### src/logic/isfp_pkg.sv
// Constants shared by the flash programming controller and its operation engine.
// Assumes an 8-bit special-register space with byte addresses.
package isfp_pkg;

  // ----------------------------------------
  // Register addresses
  // ----------------------------------------
  localparam logic [7:0] ADR_CHIP = 8'hbf;
  localparam logic [7:0] ADR_KEY = 8'hf6;
  localparam logic [7:0] ADR_AL = 8'hc4;
  localparam logic [7:0] ADR_AH = 8'hc5;
  localparam logic [7:0] ADR_FD = 8'hc6;
  localparam logic [7:0] ADR_OPC = 8'hc7;

  // ----------------------------------------
  // Protection key values
  // ----------------------------------------
  localparam logic [7:0] KEY_FIRST = 8'h87;
  localparam logic [7:0] KEY_SECOND = 8'h59;

  // ----------------------------------------
  // Chip control fields
  // ----------------------------------------
  localparam int CHIP_PROGEN = 0;
  localparam int CHIP_BOOTSEL = 1;
  localparam int CHIP_ONE = 3;
  localparam int CHIP_AUX = 4;
  localparam int CHIP_STAT = 5;
  localparam int CHIP_SWRST = 7;
  localparam logic [7:0] CHIP_WMASK = 8'h93;
  localparam logic [7:0] CHIP_SWRST_MASK = 8'h83;

  // ----------------------------------------
  // Operation control fields and codes
  // ----------------------------------------
  localparam int OPC_BANK = 6;
  localparam int OPC_OE = 5;
  localparam int OPC_CE = 4;
  localparam logic [7:0] OPC_WMASK = 8'h7f;
  localparam logic [3:0] CTRL_READ = 4'h0;
  localparam logic [3:0] CTRL_PROG = 4'h1;
  localparam logic [3:0] CTRL_ERASE = 4'h2;

  // ----------------------------------------
  // Reset values and bank sizes
  // ----------------------------------------
  localparam logic [7:0] REG_RST = 8'h00;
  localparam int APP_BYTES = 65536;
  localparam int LDR_BYTES = 4096;

  typedef enum logic [1:0] {KEY_LOCKED, KEY_HALF, KEY_OPEN} isfp_key_e;

endpackage

### src/logic/isfp_op_if.sv
// Carrier between the register side and the flash operation engine.
// Assumes both ends share one clock.
`timescale 1ns/100ps
interface isfp_op_if;
  logic start;
  logic [3:0] ctrl;
  logic oe;
  logic ce;
  logic bank;
  logic [15:0] addr;
  logic [7:0] wdata;
  logic done;
  logic [7:0] rdata;
  logic busy;
  modport ctl (output start, ctrl, oe, ce, bank, addr, wdata, input done, rdata, busy);
  modport eng (input start, ctrl, oe, ce, bank, addr, wdata, output done, rdata, busy);
endinterface

### src/logic/isfp_ctrl.sv
// In-system flash programming controller: key-protected chip control, flash
// address/data/control registers, bank switching on wake-up and software reset.
// Assumes the CPU core reports idle and wake-up on this clock and obeys the
// program-counter clear and reset outputs.
//
// Functional notes
// - Two banks, 64K application and 4K loader
// - Chip control writable only after 87H, 59H
// - Any other key value closes write access
// - Flash operations only run while CPU idle
// - Progen bit enters programming at next wake
// - Wake into loader clears PC, RETI to 00H
// - Bits 0, 1, 7 set reset the CPU
// - High and low address bytes form address
// - Data register: write byte, read result
// - Control bit 6 selects target bank
// - Bits 5,4,3..0: output, chip enable, code
// - Erase: code 0010, OE 1, CE 0
// - Program: code 0001, OE 1, CE 0
// - Read: code 0000, OE 0, CE 0
// - Status bit shows loader bank execution
// - Armed software reset returns to application bank
//
// The implementer's own choice: strobed register access.
`timescale 1ns/100ps
module isfp_ctrl
  import isfp_pkg::*;
#(
  parameter int APP_SIZE = APP_BYTES,
  parameter int LDR_SIZE = LDR_BYTES
) (
  // Clock and reset
  input wire logic CLK,
  input wire logic SYS_RST,
  // Register port
  input wire logic [7:0] REG_ADDR,
  input wire logic [7:0] REG_WDATA,
  input wire logic REG_WR,
  input wire logic REG_RD,
  output logic [7:0] REG_RDATA,
  // CPU core
  input wire logic CPU_IDLE,
  input wire logic CPU_WAKE,
  output logic EXEC_LOADER,
  output logic PC_CLEAR,
  output logic CPU_RESET,
  output logic AUX_RAM_EN,
  output logic WAKE_HOLD,
  // Flash arrays
  output logic FL_REQ,
  output logic [3:0] FL_CTRL,
  output logic FL_OE,
  output logic FL_CE,
  output logic FL_BANK,
  output logic [15:0] FL_ADDR,
  output logic [7:0] FL_WDATA,
  input wire logic FL_ACK,
  input wire logic [7:0] FL_RDATA
);

  // ----------------------------------------
  // State
  // ----------------------------------------
  typedef struct packed {
    isfp_key_e key;
    logic [7:0] chip;
    logic exec_ldr;
    logic pend;
    logic [7:0] opc;
    logic [7:0] ah;
    logic [7:0] al;
    logic [7:0] fd;
    logic [7:0] rdata;
    logic pc_clr;
    logic cpu_rst;
  } isfp_ctrl_s;

  isfp_ctrl_s s_q, s_d;
  isfp_op_if op_bus ();

  // ----------------------------------------
  // Helpers
  // ----------------------------------------
  function automatic logic op_legal(input logic [7:0] v);
    logic oe;
    logic ce;
    logic [3:0] c;
    oe = v[OPC_OE];
    ce = v[OPC_CE];
    c = v[3:0];
    op_legal = (c == CTRL_ERASE && oe && !ce)
      || (c == CTRL_PROG && oe && !ce)
      || (c == CTRL_READ && !oe && !ce);
  endfunction

  // Loader bank is smaller, so upper address bits are dropped for it
  function automatic logic [15:0] bank_addr(input logic bank, input logic [7:0] hi, input logic [7:0] lo);
    logic [15:0] a;
    a = {hi, lo};
    if (bank) begin
      bank_addr = a & 16'(LDR_SIZE - 1);
    end else begin
      bank_addr = a & 16'(APP_SIZE - 1);
    end
  endfunction

  function automatic logic [7:0] chip_view(input logic [7:0] c, input logic ldr);
    logic [7:0] v;
    v = c & CHIP_WMASK;
    v[CHIP_ONE] = 1'b1;
    v[CHIP_STAT] = ldr;
    chip_view = v;
  endfunction

  // ----------------------------------------
  // Next state
  // ----------------------------------------
  logic sw_armed;
  logic wr_chip;

  always_comb begin
    s_d = s_q;
    s_d.pc_clr = 1'b0;
    s_d.cpu_rst = 1'b0;
    sw_armed = ((s_q.chip & CHIP_SWRST_MASK) == CHIP_SWRST_MASK);
    wr_chip = REG_WR && REG_ADDR == ADR_CHIP && s_q.key == KEY_OPEN;

    // Register writes
    if (REG_WR) begin
      case (REG_ADDR)
        ADR_KEY: begin
          if (REG_WDATA == KEY_FIRST) begin
            s_d.key = KEY_HALF;
          end else if (REG_WDATA == KEY_SECOND && s_q.key == KEY_HALF) begin
            s_d.key = KEY_OPEN;
          end else begin
            s_d.key = KEY_LOCKED;
          end
        end
        ADR_CHIP: begin
          if (wr_chip) begin
            s_d.chip = REG_WDATA & CHIP_WMASK;
          end
        end
        ADR_AH: begin
          s_d.ah = REG_WDATA;
        end
        ADR_AL: begin
          s_d.al = REG_WDATA;
        end
        ADR_FD: begin
          s_d.fd = REG_WDATA;
        end
        ADR_OPC: begin
          s_d.opc = REG_WDATA & OPC_WMASK;
          // Only documented combinations become a flash request
          s_d.pend = op_legal(REG_WDATA);
        end
        default: begin
        end
      endcase
    end

    // Pending request starts once the CPU sits in idle
    if (s_q.pend && CPU_IDLE && !op_bus.busy) begin
      s_d.pend = 1'b0;
    end

    // Read result wins over a software write in the same cycle
    if (op_bus.done && s_q.opc[3:0] == CTRL_READ) begin
      s_d.fd = op_bus.rdata;
    end

    // Read data valid in the cycle after the strobe only
    s_d.rdata = 8'h00;
    if (REG_RD) begin
      case (REG_ADDR)
        ADR_CHIP: begin
          s_d.rdata = chip_view(s_q.chip, s_q.exec_ldr);
        end
        ADR_AH: begin
          s_d.rdata = s_q.ah;
        end
        ADR_AL: begin
          s_d.rdata = s_q.al;
        end
        ADR_FD: begin
          s_d.rdata = s_q.fd;
        end
        ADR_OPC: begin
          s_d.rdata = s_q.opc;
        end
        default: begin
          s_d.rdata = 8'h00;
        end
      endcase
    end

    // Bank switching and software reset
    if (sw_armed && (!CPU_IDLE || CPU_WAKE)) begin
      // Armed outside idle acts at once; armed in idle waits for the timed wake
      s_d = '0;
      s_d.key = KEY_LOCKED;
      s_d.exec_ldr = 1'b0;
      s_d.cpu_rst = 1'b1;
    end else if (CPU_WAKE && s_q.chip[CHIP_PROGEN] && !s_q.exec_ldr) begin
      s_d.exec_ldr = 1'b1;
      s_d.pc_clr = 1'b1;
    end
  end

  always_ff @(posedge CLK) begin
    if (SYS_RST) begin
      s_q <= '0;
    end else begin
      s_q <= s_d;
    end
  end

  // ----------------------------------------
  // Operation engine
  // ----------------------------------------
  assign op_bus.start = s_q.pend && CPU_IDLE && !op_bus.busy;
  assign op_bus.ctrl = s_q.opc[3:0];
  assign op_bus.oe = s_q.opc[OPC_OE];
  assign op_bus.ce = s_q.opc[OPC_CE];
  assign op_bus.bank = s_q.opc[OPC_BANK];
  assign op_bus.addr = bank_addr(s_q.opc[OPC_BANK], s_q.ah, s_q.al);
  assign op_bus.wdata = s_q.fd;

  isfp_op_engine u_engine (
    .clk(CLK),
    .sys_rst(SYS_RST),
    .op(op_bus.eng),
    .fl_req(FL_REQ),
    .fl_ctrl(FL_CTRL),
    .fl_oe(FL_OE),
    .fl_ce(FL_CE),
    .fl_bank(FL_BANK),
    .fl_addr(FL_ADDR),
    .fl_wdata(FL_WDATA),
    .fl_ack(FL_ACK),
    .fl_rdata(FL_RDATA)
  );

  // ----------------------------------------
  // Outputs
  // ----------------------------------------
  // Holding wake keeps the CPU asleep until the result is in the data register
  assign WAKE_HOLD = s_q.pend || op_bus.busy || op_bus.done;
  assign REG_RDATA = s_q.rdata;
  assign EXEC_LOADER = s_q.exec_ldr;
  assign PC_CLEAR = s_q.pc_clr;
  assign CPU_RESET = s_q.cpu_rst;
  assign AUX_RAM_EN = s_q.chip[CHIP_AUX];

endmodule

### src/logic/isfp_op_engine.sv
// Flash operation engine: holds one request to the flash arrays until acknowledged.
// Assumes the arrays run on the same clock and pulse their acknowledge once.
`timescale 1ns/100ps
module isfp_op_engine
  import isfp_pkg::*;
(
  // Clock and reset
  input wire logic clk,
  input wire logic sys_rst,
  // Request side
  isfp_op_if.eng op,
  // Flash array side
  output logic fl_req,
  output logic [3:0] fl_ctrl,
  output logic fl_oe,
  output logic fl_ce,
  output logic fl_bank,
  output logic [15:0] fl_addr,
  output logic [7:0] fl_wdata,
  input wire logic fl_ack,
  input wire logic [7:0] fl_rdata
);

  typedef enum logic {ENG_IDLE, ENG_REQ} isfp_eng_e;
  typedef struct packed {
    isfp_eng_e st;
    logic [3:0] ctrl;
    logic oe;
    logic ce;
    logic bank;
    logic [15:0] addr;
    logic [7:0] wdata;
    logic [7:0] rdata;
    logic done;
  } isfp_eng_s;

  isfp_eng_s s_q, s_d;

  always_comb begin
    s_d = s_q;
    s_d.done = 1'b0;
    case (s_q.st)
      ENG_IDLE: begin
        if (op.start) begin
          s_d.st = ENG_REQ;
          s_d.ctrl = op.ctrl;
          s_d.oe = op.oe;
          s_d.ce = op.ce;
          s_d.bank = op.bank;
          // Erase uses neither address nor data; keep them quiet on the pins
          s_d.addr = (op.ctrl == CTRL_ERASE) ? 16'h0000 : op.addr;
          s_d.wdata = (op.ctrl == CTRL_PROG) ? op.wdata : 8'h00;
        end
      end
      ENG_REQ: begin
        if (fl_ack) begin
          s_d.st = ENG_IDLE;
          s_d.done = 1'b1;
          if (s_q.ctrl == CTRL_READ) begin
            s_d.rdata = fl_rdata;
          end
        end
      end
      default: begin
        s_d.st = ENG_IDLE;
      end
    endcase
  end

  always_ff @(posedge clk) begin
    if (sys_rst) begin
      s_q <= '0;
    end else begin
      s_q <= s_d;
    end
  end

  assign fl_req = (s_q.st == ENG_REQ);
  assign fl_ctrl = s_q.ctrl;
  assign fl_oe = s_q.oe;
  assign fl_ce = s_q.ce;
  assign fl_bank = s_q.bank;
  assign fl_addr = s_q.addr;
  assign fl_wdata = s_q.wdata;
  assign op.done = s_q.done;
  assign op.rdata = s_q.rdata;
  assign op.busy = (s_q.st != ENG_IDLE);

endmodule

### config.mk
export PLATFORM = sky130hd
export DESIGN_NAME = isfp_ctrl
export DESIGN_NICKNAME = d
export VERILOG_FILES = /design/src/logic/isfp_pkg.sv /design/src/logic/isfp_op_if.sv /design/src/logic/isfp_ctrl.sv /design/src/logic/isfp_op_engine.sv
export SDC_FILE = /design/constraint.sdc
export NUM_CORES = 1
export LEC_CHECK = 0
export ABC_AREA = 1
export CAP_MARGIN = 20
export CORE_ASPECT_RATIO = 2
export CORE_MARGIN = 4
export CORE_UTILIZATION = 30
export CTS_CLUSTER_SIZE = 10
export DETAILED_ROUTE_END_ITERATION = 8
export DONT_BUFFER_PORTS = 1
export GPL_ROUTABILITY_DRIVEN = 0
export PLACE_DENSITY = 0.5
export SETUP_SLACK_MARGIN = 0.1
export SYNTH_ARGS = -nofsm -noshare
export SYNTH_HDL_FRONTEND = slang
export SYNTH_SLANG_ARGS = --single-unit
### constraint.sdc
create_clock -name CLK -period 1.65 [get_ports CLK]
set_input_delay 0.165 -clock CLK [delete_from_list [all_inputs] [get_ports CLK]]
set_output_delay 0.165 -clock CLK [all_outputs]
set_load 0.05 [all_outputs]
# ---- After elaboration in Yosys (flattened, before gate mapping)
# Cells that the tools add are included.
dict set report classes {
  n_eq_ne 15
  muxes 15
  n_bitwise 2
  n_reduce_logical 42
}
# op count
set op_table {}
lappend op_table {{== test 8 bit, second input constant} 7}
lappend op_table {{one-hot mux 8 bit (5 select lines)} 1}
lappend op_table {{2-to-1 mux 16 bit} 2}
lappend op_table {{2-to-1 mux 32 bit} 1}
lappend op_table {{2-to-1 mux 8 bit} 4}
lappend op_table {{logical AND 1 bit} 15}
lappend op_table {{zero test 4 bit} 3}
lappend op_table {{AND reduction 2 bit} 6}
lappend op_table {{== test 4 x 1 -> 1 bit, second input constant} 2}
lappend op_table {{== test 4 x 2 -> 1 bit, second input constant} 2}
lappend op_table {{== test 8 x 7 -> 1 bit, second input constant} 1}
lappend op_table {{AND reduction 3 bit} 2}
lappend op_table {{OR reduction 3 bit} 2}
lappend op_table {{zero test 1 bit} 5}
lappend op_table {{logical OR 1 bit} 5}
lappend op_table {{2-to-1 mux 1 bit} 4}
lappend op_table {{2-to-1 mux 2 bit} 2}
lappend op_table {{nonzero test 2 bit} 2}
lappend op_table {{OR reduction 2 bit} 2}
lappend op_table {{== test 3 bit, second input constant} 1}
lappend op_table {{== test 2 x 1 -> 1 bit, second input constant} 1}
lappend op_table {{== test 2 bit, second input constant} 1}
lappend op_table {{NOT 1 bit} 2}
lappend op_table {{one-hot mux 1 bit (2 select lines)} 1}
dict set report word_totals {
  reg_bits 90
  inputBits 31
}

# ---- Logic depth before layout (Yosys ltp)
dict set report depth {
  ltp_word 5
  mapped_depth 10
}

# ---- Hierarchy
# Synthesis repeated with hierarchy kept, for this count alone.
dict set report unflattened {
  cells_unflattened 569
  hier_area_um2 4199.0
}
# mod instances cells_each area_per_inst_um2
set modules_own_cells {}
lappend modules_own_cells {isfp_ctrl 1 383 2608.8}
lappend modules_own_cells {isfp_op_engine 1 186 1590.3}

# ---- Worst setup path after synthesis
# Ideal clock, no wire load.
dict set report synth_timing {
  path_type {flip-flop to flip-flop}
  startpoint {reg u_engine.s_q, in the netlist u_engine.fl_req}
  endpoint {reg u_engine.s_q, in the netlist u_engine.op.rdata[1]}
  setup_time_ns 0.119
  arrival_ns 1.438
  path_slack_ns 0.092
  path_stages_with_launch 7
  path_buffers 1
  period_less_slack_ns 1.558
  path_cell_list {dfxtp_1 -> nand2_1 -> inv_1 -> nand4_1 -> buf_2 -> o21ai_0 -> a21oi_1}
}
dict set report synth_via {
  elab_chain_len 1
}
# item line_no
set synth_lines {}
lappend synth_lines {{start: declaration} isfp_op_engine.sv:37} ;# isfp_eng_s s_q, s_d;
lappend synth_lines {{start signal: assignment} isfp_op_engine.sv:72} ;# s_q <= '0;
lappend synth_lines {{start signal: assignment} isfp_op_engine.sv:74} ;# s_q <= s_d;
lappend synth_lines {{AND reduction 3 bit (no source line)} n/a}
# Every way passes these cells.
# A chain may end at the register's enable or synchronous reset.

# ---- Worst setup path after layout
dict set report layout_timing {
  startpoint {reg s_q[44] in the netlist's numbering}
  endpoint {reg s_q, in the netlist REG_RDATA[1]}
}
dict set report layout_via {
  elab_chain_len 3
}
# item line_no
set layout_lines {}
lappend layout_lines {{start: declaration} isfp_ctrl.sv:78} ;# isfp_ctrl_s s_q, s_d;
lappend layout_lines {{start signal: assignment} isfp_ctrl.sv:214} ;# s_q <= '0;
lappend layout_lines {{start signal: assignment} isfp_ctrl.sv:216} ;# s_q <= s_d;
lappend layout_lines {{== test 3 bit} isfp_ctrl.sv:125} ;# sw_armed = ((s_q.chip & CHIP_SWRST_MASK) == CHIP_SWRST_MASK);
lappend layout_lines {{logical AND 1 bit} isfp_ctrl.sv:200} ;# if (sw_armed && (!CPU_IDLE || CPU_WAKE)) begin
lappend layout_lines {{OR reduction 3 bit (no source line)} n/a}
# Every way passes these cells.

==> impl_metrics.yaml <==
run_status:
  outcome: "finished clean"
min_path:
  holdPathStages: 2
  hold_path_class: "in2reg"
  worstHoldStart: "REG_WDATA[1]"
yosys:
  synth_cells: 562
  synthDistinctLibCells: 27
  synth-seq-cells: 90
  yosysWarnings: 0
  synth_fa_ha_area_share_pct: 0
  synthesis.nets: 593
  synth-simple-area-share_pct: 31.9
  synth_mux_area_share_pct: 0
  avgSynthCellArea_um2: 7.15
  synth_compound_area_share_pct: 13.6
  synth_xor_area_share_pct: 0
  syn_area_um2: 4020
  synth_top_family_by_area: "simple AND/OR/NAND/NOR gates"
  seq_area_frac_synth_pct: 44.8
finish:
  layout_common_cells: "nand2_1 (103), nor2_1 (96), dfxtp_1 (89)"
  final_layout_size_suffix_gt1_share_pct: 14.6
  num-fill-cells: 1380
  diodes: 0
  layout.nets: 630
  final_common_cell: "nand2_1"
  area_growth_pct: 20.3
global_routing:
  track_usage_pct: 17.7
  grt-ovfl-total: 0
  antenna_found_initial: 1
  grt_pass1_vias: 3890
  grt_first_pass_wirelength_um: 20800
  grt_max_degree: 32
timing:
  finalCriticalPeriod_ns: 1.36
  rsz0062_at_grt: "no"
  final.period_utilization_pct: 82.4
  timing.fmax_ghz: 0.736
  skew_ns: 0.00939
  max-slew-margin-rel_pct: 65.9
  setup_viol: 0
  hold_slack_ns: 0.0110
  max_slew.worst_pin.slew_ns: 0.511
  hold_viol: 0
  setup_tns_ns: 0
  finalMaxSlewViolations: 0
drt:
  firstDrtPassIters: 4
  drc: 0
  antenna_left: 0
  vias_per_cell: 5.04
  drtIter0Drc: 176
  finalWirelength_um: 13600
  wire_per_inst_um: 17.9
  vias: 3814
power:
  p_leak_nw: 2.05
  p_per_area_nw_per_um2: 933
  peakVddDrop_mv: 0.471
clocking:
  cts_tree: "done"
  cts_htree_levels: 3
  cts_inserted_buffers: 9
  post_cts_buffers: 0
  cts.clk_slew.worst_paths_ns: 0.07
  cts.sinks: 90
  insertion_delay_ns: 0.34
  cts.path.max_buffers: 2
  clk_root_buffer_cell: "clkbuf_16"
floorplanning:
  start_util_pct: 30.8
  die_h_um: 172
  die_width_um: 89.9
  fp.coreArea_um2: 13100
  num_io_pins: 76
  row_count: 59
  die-area_um2: 15400
placed_design:
  hpwlAfterDp_um: 9970
  port_buffers: 0
setup_path:
  critical_path_buf_inv_count: 2
  worstPathMaxFanout: 16
  arrival_ns: 1.61
  max_stage_delay_ns: 0.33
  path_cells: "inv_1 -> a21oi_1 -> nand3_1 -> nand2_2 -> inv_2 -> nand2_1 -> a21oi_1"
  critPathTopFamily: "simple AND/OR/NAND/NOR gates"
  r2r-start: "s_q[44]"
  worst-endpoint-required_ns: 1.90
  critPathKind: "reg2reg"
  cpMostUsedCell: "a21oi_1"
  worstSetupPathDepth: 7
  cpMaxStageDelayCell: "dfxtp_1"
  endpoint_kind: "flip-flop"
  critPathLaunchType: "flip-flop"
  reg2reg_depth: 7
  crit_path_start: "s_q[44]"
run:
  drv_cap: 0
timing repair:
action | in CTS | in global routing
resized for setup | 0 | 1
hold buffers | 15 | 0
hold endpoints to repair | 35 | 0
endpoints found under the setup margin | 0 | 2
stage by stage:
stage	cell area [um2]	setup slack, ns	utilization (%)	total power [mW]	cells
global route	4840	0.163	37.0	4.66	756
CTS	4830	0.281	37.0	4.57	756
finish	4840	0.290	37.0	4.51	756
floorplan	4020	0.303	-	2.34	562
detailed placement	4370	0.290	33.5	2.36	725
global placement	4370	0.260	33.5	2.35	725
per-layer routing:
metal,global-route usage (%),vias to the layer above,share of wire (%),wire (um)
li1,-,1889,-,-
met1,15.3,1757,32,4360
met2,35.4,121,56,7540
met3,3.68,47,4.6,623
met4,12.9,0,7.6,1040
met5,0,-,0,0
kinds of logic (layout without fill, tap and decap cells):
family	Yosys count	count (layout)
compound gates	109	109
flops	90	90
buf+inv	83	125
simple gates	280	280
Yosys cell counts:
library cell	number	share of area (%)
clkbuf_1	9	0.84
nand4_2	1	0.31
dfxtp_1	90	45
nand2_2	3	0.47
clkinv_2	1	0.12
a211oi_1	1	0.19
nand2_1	104	9.7
nor3_1	4	0.50
inv_2	4	0.37
nand3_2	1	0.25
nor2_1	96	9.0
buf_6	3	0.84
o21ai_0	39	4.9
nand3_1	41	5.1
nand3_4	2	0.87
a21oi_1	63	7.8
buf_4	10	1.9
nor2_2	3	0.47
nor2_4	5	1.4
nor2_8	1	0.50
nand2_4	3	0.84
nand4_1	15	2.3
o21ai_1	6	0.75
and2_4	1	0.22
buf_2	11	1.4
inv_1	44	4.1
buf_1	1	0.093
layout make-up:
cell class              count  area (um2)  share of cell area [%]
flip-flops and latches     90        1800                    37.3
repair buffers             60         513                    10.6
inverters                  49         185                    3.83
multi-input cells         389        1830                    37.9
well taps                 152         190                    3.93
clock inverters             6        71.3                    1.47
clock buffers              10         239                    4.94
flip-flops by register name, summed over array words and instances (netlist names):
signal / flops
s_q: 22
u_engine.fl_addr: 16
REG_RDATA: 8
op_bus.wdata: 8
u_engine.fl_wdata: 8
u_engine.op.rdata: 8
op_bus.ctrl: 4
u_engine.fl_ctrl: 4
AUX_RAM_EN: 1
CPU_RESET: 1
EXEC_LOADER: 1
PC_CLEAR: 1
op_bus.bank: 1
op_bus.ce: 1
op_bus.oe: 1
u_engine.fl_bank: 1
u_engine.fl_ce: 1
u_engine.fl_oe: 1
u_engine.fl_req: 1
u_engine.op.done: 1
path summary, 6_finish.rpt:
| check | to | slack [ns] |
|---|---|---|
| setup / recovery | REG_RDATA[1] | 0.29 |
| hold / removal | s_q[27] | 0.01 |
| setup reg to reg | REG_RDATA[1] | 0.29 |
| hold reg to reg | u_engine.op.rdata[6] | 0.45 |
report_power, final:
group / switching (mW) / internal [mW]
sequential: 0.00127 / 2.17
clock: 0.915 / 1.24
combinational: 0.128 / 0.0601
(Power assumes the default switching activity.)
